File: config.mk
export PLATFORM = sky130hd
export DESIGN_NAME = csd_clock_control
export DESIGN_NICKNAME = d
export VERILOG_FILES = /design/src/hdl/csd_clock_control.v
export VERILOG_INCLUDE_DIRS = /design/src /design/src/hdl
export SDC_FILE = /design/constraint.sdc
export NUM_CORES = 1
export LEC_CHECK = 0
export ABC_AREA = 1
export ABC_CLOCK_PERIOD_IN_PS = 4100
export BUFFER_PORTS_ARGS = -buffer_cell sky130_fd_sc_hd__buf_2
export CAP_MARGIN = 30
export CORE_MARGIN = 3
export CORE_UTILIZATION = 35
export DETAILED_ROUTE_END_ITERATION = 10
export PLACE_DENSITY = 0.68
export SLEW_MARGIN = 20
export SYNTH_ARGS = -nofsm -noshare
export SYNTH_HDL_FRONTEND = slang
export SYNTH_SLANG_ARGS = --single-unit
File: constraint.sdc
create_clock -name sys_clk -period 4.1 [get_ports sys_clk]
set_clock_uncertainty 0.15 [all_clocks]
set_input_delay 0.205 -clock sys_clk [delete_from_list [all_inputs] [get_ports sys_clk]]
set_output_delay 0.205 -clock sys_clk [all_outputs]
set_load 0.02 [all_outputs]
File: src/hdl/csd_defines.vh
`ifndef CSD_DEFINES_VH
`define CSD_DEFINES_VH
// Register byte offsets
`define CSD_TRIM_OFS 4'h0
`define CSD_DIV_OFS 4'h4
`define CSD_AUX_OFS 4'h8
`define CSD_STAT_OFS 4'hc
// Field positions
`define CSD_CLKOE_BIT 6
`define CSD_LPSEL_BIT 7
`define CSD_DBL_BIT 3
// Reset values
`define CSD_TRIM_RST 6'h20
`define CSD_DIV_RST 8'h00
// Source encodings in config bits [2:0]
`define CSD_SRC_XLOW 3'h0
`define CSD_SRC_XMED 3'h1
`define CSD_SRC_XHIGH 3'h2
`define CSD_SRC_RC 3'h3
`define CSD_SRC_WDOG 3'h4
`define CSD_SRC_EXT 3'h7
// Wake-up timing
`define CSD_WAKE_XTAL 10'd992
`define CSD_WAKE_OTHER 10'd224
`define CSD_WAKE_EXTRA_NS 60000
`define CSD_CLK_PERIOD_NS 8
`endif

File: src/hdl/csd_clock_control.v
// Summary of operation
// - Clock output runs at half CPU rate
// - Clock output only when crystal unused
// - Trim register enable bit gates output
// - Six-bit trim, factory reset value, writable
// - Config bit three enables RC doubler
// - Low-power bit cleared on reset
// - Crystal sources wait 992 cycles plus
// - Other sources wait 224 cycles plus
// - Divider reduces rate up to 510
// - New divider taken without stalling CPU
// - External mode releases crystal output pin
// - Watchdog oscillator selectable as source
//
// The placing of the registers and register access over Wishbone were decided locally.
`timescale 1ns/1ps
`default_nettype none
`include "csd_defines.vh"
module csd_clock_control #(
	parameter [15:0] WAKE_EXTRA_CYC = `CSD_WAKE_EXTRA_NS / `CSD_CLK_PERIOD_NS,
	parameter [5:0] FACTORY_TRIM = `CSD_TRIM_RST
) (
	input wire sys_clk, // System clock, 125 MHz
	input wire reset_n, // Synchronous reset, active low
	input wire wb_cyc_i, // Bus cycle
	input wire wb_stb_i, // Bus strobe
	input wire wb_we_i, // Write enable
	input wire [3:0] wb_adr_i, // Byte address
	input wire [3:0] wb_sel_i, // Byte lanes
	input wire [31:0] wb_dat_i, // Write data
	output reg [31:0] wb_dat_o, // Read data
	output reg wb_ack_o, // Acknowledge
	input wire [7:0] user_config_byte_one, // Configuration byte
	input wire rtc_uses_crystal, // RTC runs from crystal
	input wire oscillator_clock, // One pulse per oscillator cycle
	output reg cpu_clock, // CPU clock pulse
	output reg clock_output_pin, // Clock output level
	output reg clock_output_pin_oe_n, // Pin drive, low drives
	output reg crystal_output_release, // Crystal out free for port use
	output reg [5:0] rc_trim_value, // Trim to RC oscillator
	output reg rc_doubler_enable, // RC doubler on
	output reg watchdog_osc_select, // Watchdog oscillator in use
	output reg low_power_clock_select, // Low-power access bit
	output reg wake_done // Wake-up delay over
);

	// Software-visible register state
	reg [5:0] trim_ff; // RC trim value
	reg [5:0] nxt_trim;
	reg clkoe_ff; // Clock output enable bit
	reg nxt_clkoe;
	reg [7:0] div_ff; // Divider value
	reg [7:0] nxt_div;
	reg lpsel_ff; // Low-power bit
	reg nxt_lpsel;
	reg ack_ff; // Bus acknowledge
	reg [31:0] rdat_ff; // Read data
	reg [31:0] nxt_rdat;
	// Wake-up timer and divider state
	reg [1:0] wstate_ff; // Wake-up state
	reg [1:0] nxt_wstate;
	reg [15:0] wcnt_ff; // Wake-up counter
	reg [15:0] nxt_wcnt;
	reg [8:0] dcnt_ff; // Divider counter
	reg [8:0] nxt_dcnt;
	reg cpu_ff; // CPU clock pulse
	reg cko_ff; // Clock output level
	reg nxt_cko;
	// Strap copies stay frozen until the next reset, so a late config
	// change cannot switch sources under a running CPU
	reg [2:0] src_ff; // Source latched after reset
	reg dbl_ff; // Doubler latched after reset
	reg strap_ff; // Config caught once after reset

	wire bus_req; // Request present
	wire bus_wr; // Write taken at ack edge
	wire xtal_src; // Crystal source selected
	wire cko_allowed; // Crystal not in use
	wire [8:0] div_last; // Last count of a CPU period

	// Wake-up timer states, binary coded
	localparam [1:0] WS_OSC = 2'd0; // Counting oscillator cycles
	localparam [1:0] WS_EXTRA = 2'd1; // Counting settle time
	localparam [1:0] WS_RUN = 2'd2; // CPU clock running

	// Crystal source test
	function is_xtal;
		input [2:0] src;
		begin
			is_xtal = (src == `CSD_SRC_XLOW) || (src == `CSD_SRC_XMED) ||
				(src == `CSD_SRC_XHIGH);
		end
	endfunction

	assign bus_req = wb_cyc_i & wb_stb_i;
	// Write lands on the edge where the master sees ack
	assign bus_wr = bus_req & wb_we_i & ack_ff & wb_sel_i[0];
	assign xtal_src = is_xtal(src_ff);
	assign cko_allowed = ~xtal_src & ~rtc_uses_crystal;
	assign div_last = {div_ff, 1'b0} - 9'h001;

	// Configuration strap capture, taken after reset release
	always @(posedge sys_clk)
	begin
		if (!reset_n)
		begin
			src_ff <= `CSD_SRC_RC;
			dbl_ff <= 1'b0;
			strap_ff <= 1'b0;
		end
		else if (!strap_ff)
		begin
			src_ff <= user_config_byte_one[2:0];
			dbl_ff <= user_config_byte_one[`CSD_DBL_BIT];
			strap_ff <= 1'b1;
		end
	end

	// Register writes
	always @*
	begin
		nxt_trim = trim_ff;
		nxt_clkoe = clkoe_ff;
		nxt_div = div_ff;
		nxt_lpsel = lpsel_ff;
		if (bus_wr)
		begin
			case (wb_adr_i)
				`CSD_TRIM_OFS:
				begin
					nxt_trim = wb_dat_i[5:0];
					nxt_clkoe = wb_dat_i[`CSD_CLKOE_BIT];
				end
				`CSD_DIV_OFS: nxt_div = wb_dat_i[7:0];
				// Software sets it only at 8 MHz or below
				// No rate check in hardware, kept cheap
				`CSD_AUX_OFS: nxt_lpsel = wb_dat_i[`CSD_LPSEL_BIT];
				default: nxt_trim = trim_ff;
			endcase
		end
	end

	// Read mux, unmapped reads give zero
	// Status word shows strap and wake-up progress
	always @*
	begin
		nxt_rdat = 32'h00000000;
		case (wb_adr_i)
			`CSD_TRIM_OFS: nxt_rdat = {25'h0, clkoe_ff, trim_ff};
			`CSD_DIV_OFS: nxt_rdat = {24'h0, div_ff};
			`CSD_AUX_OFS: nxt_rdat = {24'h0, lpsel_ff, 7'h00};
			`CSD_STAT_OFS: nxt_rdat = {24'h0, cko_allowed, dbl_ff,
				wstate_ff == WS_RUN, src_ff, wstate_ff};
			default: nxt_rdat = 32'h00000000;
		endcase
	end

	// Register storage and bus handshake
	always @(posedge sys_clk)
	begin
		if (!reset_n)
		begin
			trim_ff <= FACTORY_TRIM;
			clkoe_ff <= 1'b0;
			div_ff <= `CSD_DIV_RST;
			lpsel_ff <= 1'b0;
			ack_ff <= 1'b0;
			rdat_ff <= 32'h00000000;
		end
		else
		begin
			trim_ff <= nxt_trim;
			clkoe_ff <= nxt_clkoe;
			div_ff <= nxt_div;
			lpsel_ff <= nxt_lpsel;
			// One ack per request, dropped the cycle after
			ack_ff <= bus_req & ~ack_ff;
			rdat_ff <= nxt_rdat;
		end
	end

	// Wake-up timer next state
	always @*
	begin
		nxt_wstate = wstate_ff;
		nxt_wcnt = wcnt_ff;
		case (wstate_ff)
			WS_OSC:
			begin
				if (strap_ff && oscillator_clock)
				begin
					if (wcnt_ff == (xtal_src ? {6'h0, `CSD_WAKE_XTAL} - 16'h0001 :
						{6'h0, `CSD_WAKE_OTHER} - 16'h0001))
					begin
						nxt_wstate = WS_EXTRA;
						nxt_wcnt = 16'h0000;
					end
					else
						nxt_wcnt = wcnt_ff + 16'h0001;
				end
			end
			WS_EXTRA:
			begin
				// Settle time counted on the system clock, osc may be slow
				if (wcnt_ff >= WAKE_EXTRA_CYC - 16'h0001)
					nxt_wstate = WS_RUN;
				else
					nxt_wcnt = wcnt_ff + 16'h0001;
			end
			WS_RUN: nxt_wstate = WS_RUN;
			default: nxt_wstate = WS_OSC;
		endcase
	end

	// Divider next state
	always @*
	begin
		nxt_dcnt = dcnt_ff;
		nxt_cko = cko_ff;
		if (wstate_ff == WS_RUN && oscillator_clock)
		begin
			// A shrunken value ends the period at the next osc pulse,
			// so the CPU never sees a stretched or missing period
			// count up to 510
			if (div_ff == 8'h00 || dcnt_ff >= div_last)
			begin
				nxt_dcnt = 9'h000;
				nxt_cko = ~cko_ff;
			end
			else
				nxt_dcnt = dcnt_ff + 9'h001;
		end
	end

	// Wake-up and divider state
	always @(posedge sys_clk)
	begin
		if (!reset_n)
		begin
			wstate_ff <= WS_OSC;
			wcnt_ff <= 16'h0000;
			dcnt_ff <= 9'h000;
			cpu_ff <= 1'b0;
			cko_ff <= 1'b0;
		end
		else
		begin
			wstate_ff <= nxt_wstate;
			wcnt_ff <= nxt_wcnt;
			dcnt_ff <= nxt_dcnt;
			// CPU pulse only when the period completes
			cpu_ff <= (nxt_cko != cko_ff);
			cko_ff <= nxt_cko;
		end
	end

	// Registered outputs
	// Pin parked low, driver off, whenever output is refused
	always @(posedge sys_clk)
	begin
		if (!reset_n)
		begin
			clock_output_pin <= 1'b0;
			clock_output_pin_oe_n <= 1'b1;
			crystal_output_release <= 1'b0;
			watchdog_osc_select <= 1'b0;
		end
		else
		begin
			clock_output_pin <= cko_ff & clkoe_ff & cko_allowed;
			clock_output_pin_oe_n <= ~(clkoe_ff & cko_allowed);
			crystal_output_release <= (src_ff == `CSD_SRC_EXT) ||
				(src_ff == `CSD_SRC_RC) || (src_ff == `CSD_SRC_WDOG);
			watchdog_osc_select <= (src_ff == `CSD_SRC_WDOG);
		end
	end

	// Output copies of state
	always @*
	begin
		wb_dat_o = rdat_ff;
		wb_ack_o = ack_ff;
		cpu_clock = cpu_ff;
		rc_trim_value = trim_ff;
		rc_doubler_enable = dbl_ff;
		low_power_clock_select = lpsel_ff;
		wake_done = (wstate_ff == WS_RUN);
	end

endmodule
`default_nettype wire

Word level (Yosys, flattened, before mapping)
Cells that the tools add are included.
{"block": "totals", "register_bits": 87, "latch_bits": 0, "mem_bits_rw": 0, "romBits": 0, "inputBits": 55, "out_inout_bits": 47, "wordCells": 84, "memories": 0}
{"block": "op_classes", "n_addsub": 3, "n_mul": 0, "n_div": 0, "n_lt_le_gt_ge": 2, "eq_ne": 16, "shifts": 0, "n_mux": 14, "n_bitwise": 14, "n_reduce_logical": 17}
{"operator": "$mux W16", "n": 3}
{"operator": "$pmux W16 S2", "n": 1}
{"operator": "$pmux W8 S4", "n": 1}
{"operator": "$add A16 B1 Y16 const B", "n": 1}
{"operator": "$eq A16 B10 Y1", "n": 1}
{"operator": "$ge A16 B13 Y1 const B", "n": 1}
{"operator": "$mux W10", "n": 1}
{"operator": "$add A9 B1 Y9 const B", "n": 1}
{"operator": "$and A1 B1 Y1", "n": 9}
{"operator": "$ge A9 B9 Y1", "n": 1}
{"operator": "$mux W9", "n": 1}
{"operator": "$sub A9 B1 Y9 const B", "n": 1}
{"operator": "$eq A4 B4 Y1 const B", "n": 2}
{"operator": "$logic_not A8 Y1", "n": 1}
{"operator": "$ne A2 B2 Y1 const B", "n": 4}
{"operator": "$eq A3 B2 Y1 const B", "n": 2}
{"operator": "$eq A3 B3 Y1 const B", "n": 2}
{"operator": "$mux W2", "n": 3}
{"operator": "$pmux W2 S3", "n": 1}
{"operator": "$reduce_and A2 Y1", "n": 3}
{"operator": "$reduce_and A3 Y1", "n": 2}
{"operator": "$logic_or A1 B1 Y1", "n": 5}
{"operator": "$not A1 Y1", "n": 5}
{"operator": "$eq A4 B3 Y1 const B", "n": 1}
{"operator": "other kinds (10)", "n": 13}

Depth between registers and ports, before layout
Gate-level depths: netlist of run 1.
{"block": "logic_depth", "depth_word": 8, "ltp_mapped": 16}

Least setup slack after synthesis of run 1
OpenSTA, ideal clock, no wires.
{"block": "synth_timing", "kind": "reg-to-reg", "startpoint": "register div_ff[0]", "endpoint": "register cko_ff", "setup_ns": 0.124, "t_arrival_ns": 2.001, "required_ns": 3.826, "path_slack_ns": 1.825, "stages_incl_launch_ff": 16, "n_path_buf": 0, "cell_sequence": "dfxtp_1 > inv_1 > ha_1 > nand2_1 > nor2_1 > nand3_1 > xor2_1 > inv_1 > ha_1 > nand2_1 > nor2_1 > nand3_1 > nand4_1 > nand2_1 > nand2_1 > o21ai_0"}
{"block": "synth_via", "elab_chain_len": 5}
{"item": "start: declaration", "line_no": "csd_clock_control.v:52", "source": "reg [7:0] div_ff;"}
{"item": "start signal: assignment", "line_no": "csd_clock_control.v:165", "source": "div_ff <= `CSD_DIV_RST;"}
{"item": "start signal: assignment", "line_no": "csd_clock_control.v:174", "source": "div_ff <= nxt_div;"}
{"item": "$sub A9 B1 Y9", "line_no": "csd_clock_control.v:100", "source": "assign div_last = {div_ff, 1'b0} - 9'h001;"}
{"item": "$ge A9 B9 Y1", "line_no": "csd_clock_control.v:225", "source": "if (div_ff == 8'h00 || dcnt_ff >= div_last)"}
{"item": "$logic_or A1 B1 Y1 *", "line_no": "csd_clock_control.v:225"}
{"item": "$mux W1 *", "line_no": "csd_clock_control.v:225"}
{"item": "$mux W1 *", "line_no": "csd_clock_control.v:220", "source": "if (wstate_ff == WS_RUN && oscillator_clock)"}
{"item": "end signal: assignment", "line_no": "csd_clock_control.v:253", "source": "cko_ff <= nxt_cko;"}
{"item": "end: declaration", "line_no": "csd_clock_control.v:67", "source": "reg cko_ff;"}
Every way passes the cells marked *; elsewhere a longest branch is shown, timed or not.
A chain may end at the register's enable or synchronous reset.

Worst setup path after layout of run 1
Ends and elaborated chain as after synthesis.

==> results.toml, run 1 <==
[sta]
hold_violations = 0
setup_tns_ns = 0
finalSetupViolCount = 0
hold-worst-slack_ns = 0.0318
max_slew_margin = 0.607
rsz0062_at_grt = "no"
fin_crit_sh = 0.667
tightest_slew_ns = 0.589
layout_setup_ws_ns = 1.37
drv_slew = 0
min_period_ns = 2.73
fmax_ghz = 0.366

[layout]
final_area_um2 = 4080
diodes = 0
syn2layout_area_growth_pct = 15.1
final_common_cell = "nand2_1"
final_nets = 633
final_cell_mix = "nand2_1, nor2_1, dfxtp_1"
drive_gt1_frac = 0.134

[floorplan]
dieArea_um2 = 11400
initial_utilization = 0.361
ios = 102
die_height_um = 107
fp.dieW_um = 107
coreArea_um2 = 9820
row_count = 36

[place]
post-place-ws_ns = 1.41
routabilityCongestion = 0.887
dpl_cell_area_um2 = 3780
io_buffers = 46
dp_hpwl_um = 6430

[grt]
grt.total_usage = 0.158
grt_overflow_total = 0
grt_pass1_vias = 3209
grt_max_degree = 38
grt_pass1_wl_um = 14400
antenna_found_initial = 0

[clock_network]
clkTransAtPathRegs_ns = 0.08
clk_path_buf_depth = 2
ctsResizeCount = 0
clock_sinks = 63
htree_levels = 3
cts_tree = "yes"
cts-root-buf = "clkbuf_8"
numCtsBuffers = 9
clk_latency_ns = 0.35

[power_and_ir_drop]
p_per_area_nw_per_um2 = 298
vdd_ir_drop_max_uv = 145
p_leak_nw = 1.95
finalPower_mw = 1.21

[critical_path]
criticalPathCategory = "reg2reg"
crit_path_start_kind = "flip-flop"
worst_ep_arrival_time_ns = 2.80
cp.required_ns = 4.17
cp-end-kind = "flip-flop"
crit_fanout = 9

[yosys]
yosys.area.top_type = "dfxtp_1"
synthTopCellsByArea = "dfxtp_1, nand2_1, nor2_1"
synth-seq-cells = 63
synthesis.instances = 507
syn_area_um2 = 3540
ys_warn_count = 0
ys_seq_area_frac = 0.356
yosysUniqueCellTypes = 32
synth_area_per_cell_um2 = 6.99
synth_top_area_share = 0.356

[route]
final_antenna_net_count = 0
vias = 3280
drt_first_pass_iters = 4
wl_per_cell_um = 12.0
drtIter0Drc = 136
wl_um = 8390
vias_per_cell = 4.68
drc = 0

[min_path]
hp-class = "in2reg"

[flow_run]
drv_cap = 0

[outcome]
status = "complete, no violations"
[power by group]
part           internal [mW]  switching [mW]
clock                  0.226           0.269
combinational         0.0282          0.0647
sequential             0.619         0.00633
total                  0.873           0.340
[sequential cells by signal, indices dropped and copies added, names as in the netlist, 2 cells and up]
signal         count
dcnt_ff            9
div_ff             8
rc_trim_value      6
src_ff             3
wb_dat_o           8
wcnt_ff           16
wstate_ff          2
[worst max-delay path, cell delays in order, from the launching register on]
cell and delay, ns:
dfxtp_1 0.32, inv_1 0.12, ha_1 0.20, nand2_1 0.07, nor2_1 0.19, nand3_1 0.13
xor2_1 0.17, inv_1 0.06, ha_1 0.27, nand2_1 0.06, nor2_1 0.16, nand3_1 0.09
nand4_1 0.14, nand2_1 0.10, nand2_1 0.25, o21ai_0 0.13
[through the flow]
| step | instances | util |
|---|---|---|
| 2_1_floorplan | 530 | - |
| 3_3_place_gp | 673 | 0.385 |
| 3_5_place_dp | 673 | 0.385 |
| 4_1_cts | 701 | 0.415 |
| 5_1_grt | 701 | 0.415 |
| 6_report | 701 | 0.415 |
[final cells by class]
cell class | count | area [um2]
Fill cell | 1076 | 5740
Multi-Input combinational cell | 368 | 1880
Sequential cell | 63 | 1260
Timing Repair Buffer | 58 | 350
Inverter | 63 | 236
Tap cell | 133 | 166
Clock buffer | 9 | 124
Clock inverter | 7 | 56.3
[cell families (layout without fill, tap and decap cells)]
| family | after synthesis | after routing | share of synthesized area |
|---|---|---|---|
| compound gates | 61 | 61 | 0.0946 |
| xor+xnor | 22 | 22 | 0.0544 |
| fa+ha+maj | 15 | 15 | 0.0530 |
| buf+inv | 99 | 137 | 0.137 |
| flops | 63 | 63 | 0.356 |
| other cells | 1 | 24 | 0.00106 |
| simple gates | 246 | 246 | 0.304 |
[final timing paths]
path                     from                to  slack, ns  cells past startpoint
setup / recovery    div_ff[0]            cko_ff       1.37                     15
hold reg to reg        cko_ff  clock_output_pin       0.32                      2
setup reg to reg    div_ff[0]            cko_ff       1.37                     15
hold / removal    wb_dat_i[6]          clkoe_ff       0.03                      3
[synth_stat cells (all sizes together)]
cell	n
clkinv	1
nand3	39
o211ai	2
a31oi	1
o21a	2
dfxtp	63
a21oi	28
nand4	11
nor2	67
xnor2	3
ha	15
xor2	19
nand3b	4
o221ai	4
inv	62
conb	1
clkbuf	5
buf	31
nand2	116
o21ai	24
nor3	9
[per-layer routing]
metal	GRT usage	routed length, um	up-vias
met3	0.0367	342	17
met5	0	0	-
met1	0.180	3570	1520
li1	-	-	1684
met2	0.279	4230	59
met4	0.0758	247	0
[timing repair]
action,CTS,global route
setup endpoints to repair,0,0
hold buffers,12,0
endpoints found under the hold margin,12,0
setup buffers,0,0
Power figures use the tool's default switching activity.
==> run 2, diff against run 1 <==
--- a/config.mk
+++ b/config.mk
@@ -6,8 +6,8 @@
 export SDC_FILE = /design/constraint.sdc
 export NUM_CORES = 1
 export LEC_CHECK = 0
-export ABC_AREA = 1
-export ABC_CLOCK_PERIOD_IN_PS = 4100
+export ABC_AREA = 0
+export ABC_CLOCK_PERIOD_IN_PS = 2600
 export BUFFER_PORTS_ARGS = -buffer_cell sky130_fd_sc_hd__buf_2
 export CAP_MARGIN = 30
 export CORE_MARGIN = 3
==> constraint.sdc (replaced) <==
create_clock -name sys_clk -period 2.6 [get_ports sys_clk]
set_clock_uncertainty 0.15 [all_clocks]
set_input_delay 0.13 -clock sys_clk [delete_from_list [all_inputs] [get_ports sys_clk]]
set_output_delay 0.13 -clock sys_clk [all_outputs]
set_load 0.02 [all_outputs]
==> run 2 against run 1 <==
Setup slack got worse by 1.2 ns. Fmax is 13% higher. Sequential power up 57%. Design area rose by 3.4%. Utilization grew 1.6 points. Sequential cell count is the same. Highest routed layer unchanged.
==> results.toml, run 2 <==
[outcome]
status = "complete, no violations"

[clock_network]
clkTransAtPathRegs_ns = 0.09
cts_tree = "yes"
numCtsBuffers = 9
clk_latency_ns = 0.36
cts-root-buf = "clkbuf_8"
clock_sinks = 63
htree_levels = 3
clk_path_buf_depth = 2

[layout]
final_common_cell = "dfxtp_1"
top_register = "wcnt_ff"
drive_gt1_frac = 0.203
final_cell_mix = "dfxtp_1, buf_2, nand2_1"
largest_register_ffs = 16
fin_cells = 612
final_area_um2 = 4220
final_nets = 544
utilization = 0.431
syn2layout_area_growth_pct = 19.3
largestRegisters = "wcnt_ff (16), dcnt_ff (9)"
diodes = 0
num-fill-cells = 941

[floorplan]
coreArea_um2 = 9770
die_height_um = 106
initial_utilization = 0.361
ios = 102
fp.dieW_um = 106
dieArea_um2 = 11300
row_count = 36

[yosys]
ys_seq_area_frac = 0.357
ys_warn_count = 0
synth-seq-cells = 63
synth_area_per_cell_um2 = 8.72
synth_flop_cell = "dfxtp_1"
synthTopCellsByArea = "dfxtp_1, mux2i_1, buf_4"
synth_common_cells = "dfxtp_1, nand2_1, nor2_1"
synthesis.instances = 405
synth_top_area_share = 0.357
yosysUniqueCellTypes = 57
synthArstFlopShare = 0
yosys.area.top_type = "dfxtp_1"
synth_most_common_cell = "dfxtp_1"
syn_area_um2 = 3530
synth-edff-count = 0

[critical_path]
cp.depth = 11
reg2reg_setup_slack_ns = 0.19
cp_top_family = "simple AND/OR/NAND/NOR gates"
criticalPathCategory = "reg2reg"
reg2reg_depth = 11
r2r-start = "div_ff[1]"
cp.required_ns = 2.74
cp-end-kind = "flip-flop"
worst_ep_arrival_time_ns = 2.55
cpPeakStageDelay_ns = 0.36
crit_end = "dcnt_ff[8]"
cp_num_buf_inv = 1
reg2reg_to = "dcnt_ff[8]"
worstSetupStartpoint = "div_ff[1]"
crit_fanout = 7
crit_path_start_kind = "flip-flop"
cp_cell_sequence = "nor3_2, nand2b_1, nor4_2, xnor2_1, ha_1, a21o_1, a31o_2, nand2_1, o211ai_1, buf_4, nor2_1"
slowest_stage = "dfxtp_1"

[place]
io_buffers = 46
routabilityCongestion = 0.806
dp.cells = 578
dp_hpwl_um = 5820
dpl_cell_area_um2 = 3840

[min_path]
hp-start = "wb_adr_i[2]"
hp-class = "in2reg"

[power_and_ir_drop]
finalPower_mw = 1.93
p_leak_nw = 1.77
p_per_area_nw_per_um2 = 457
vdd_ir_drop_max_uv = 256

[sta]
fmax_ghz = 0.415
tightest_slew_ns = 0.713
fin_crit_sh = 0.927
drv_slew = 0
hold_violations = 0
max_slew_margin = 0.521
min_period_ns = 2.41
hold-worst-slack_ns = 0.0772
finalSetupViolCount = 0

[route]
vias_per_cell = 4.91
final_antenna_net_count = 0
drtIter0Drc = 147
drt_first_pass_iters = 4
wl_um = 8020
drc = 0
wl_per_cell_um = 13.1
vias = 3007

[grt]
grt.total_usage = 0.145
grt_overflow_total = 0
antenna_found_initial = 0
grt_max_degree = 27
grt_pass1_wl_um = 13400
grt_pass1_vias = 2926

[flow_run]
drv_cap = 0
run 2: cell count changes in the layout (fill, tap and decap cells not counted), moves of 17 or more:
cell / previous run / this run
mux2i_1: 0 / 30
nor2_1: 64 / 33
nand2_1: 111 / 44
o21ai_0: 23 / 5
nor2b_1: 0 / 17
inv_1: 59 / 10
nand3_1: 39 / 13
run 2: what timing repair did:
item	CTS	global route
pin swaps	0	2
hold buffers	16	0
gates resized for setup	1	3
endpoints found under the hold margin	23	0
setup buffers	0	2
endpoints found under the setup margin	1	11
run 2: cells by family (layout without fill, tap and decap cells):
group / after synthesis / count (layout) / share of synthesized area
AOI/OAI and AO/OA: 61 / 61 / 0.113
DFF: 63 / 63 / 0.357
and+or+nand+nor: 169 / 169 / 0.268
adders and majority gates: 15 / 15 / 0.0531
buffers and inverters: 52 / 103 / 0.0868
muxes: 31 / 31 / 0.0882
xor gates and xnor gates: 13 / 13 / 0.0322
other: 1 / 24 / 0.00106
run 2: power by group:
group | leakage, nW | switching [mW] | internal, mW
sequential | 0.510 | 0.00963 | 0.973
combinational | 1.18 | 0.0983 | 0.0628
clock | 0.0866 | 0.428 | 0.355
run 2: worst min-delay path by stage:
stage,endpoint,slack (ns),cells after the start
2_1_floorplan,strap_ff,0.008,0
3_3_place_gp,src_ff[0],0.20,3
3_5_place_dp,src_ff[1],0.20,3
4_1_cts,wb_dat_o[7],0.06,3
5_1_grt,wb_dat_o[7],0.08,3
6_report,wb_dat_o[7],0.08,3
run 2: metrics by stage:
stage	setup WS, ns	TNS (ns)
after floorplan	0.284	0
after detailed placement	0.0236	0
after global placement	0.0894	0
after global routing	-0.00888	-0.0213
after CTS	0.0376	0
final	0.189	0
run 2: routing by layer:
| metal | share of wire | GRT usage |
|---|---|---|
| met2 | 0.49 | 0.238 |
| met5 | 0 | 0 |
| met1 | 0.45 | 0.177 |
| met4 | 0.022 | 0.0840 |
| met3 | 0.038 | 0.0261 |
run 2: tightest hold or removal path: cells and delay by family:
kind | cells | cell delay (ns)
AO/OA/AOI/OAI | 1 | 0.06
AND/OR/NAND/NOR | 1 | 0.13
buffers and inverters | 1 | 0.22
run 2: final cells by class:
type,instances,area (um2),area share
repair buffers,77,503,0.119
clock buffers,9,124,0.0294
flip-flops and latches,63,1260,0.299
clock inverters,7,55.1,0.0131
well taps,133,166,0.0395
inverters,10,37.5,0.00890
multi-input cells,313,2070,0.491
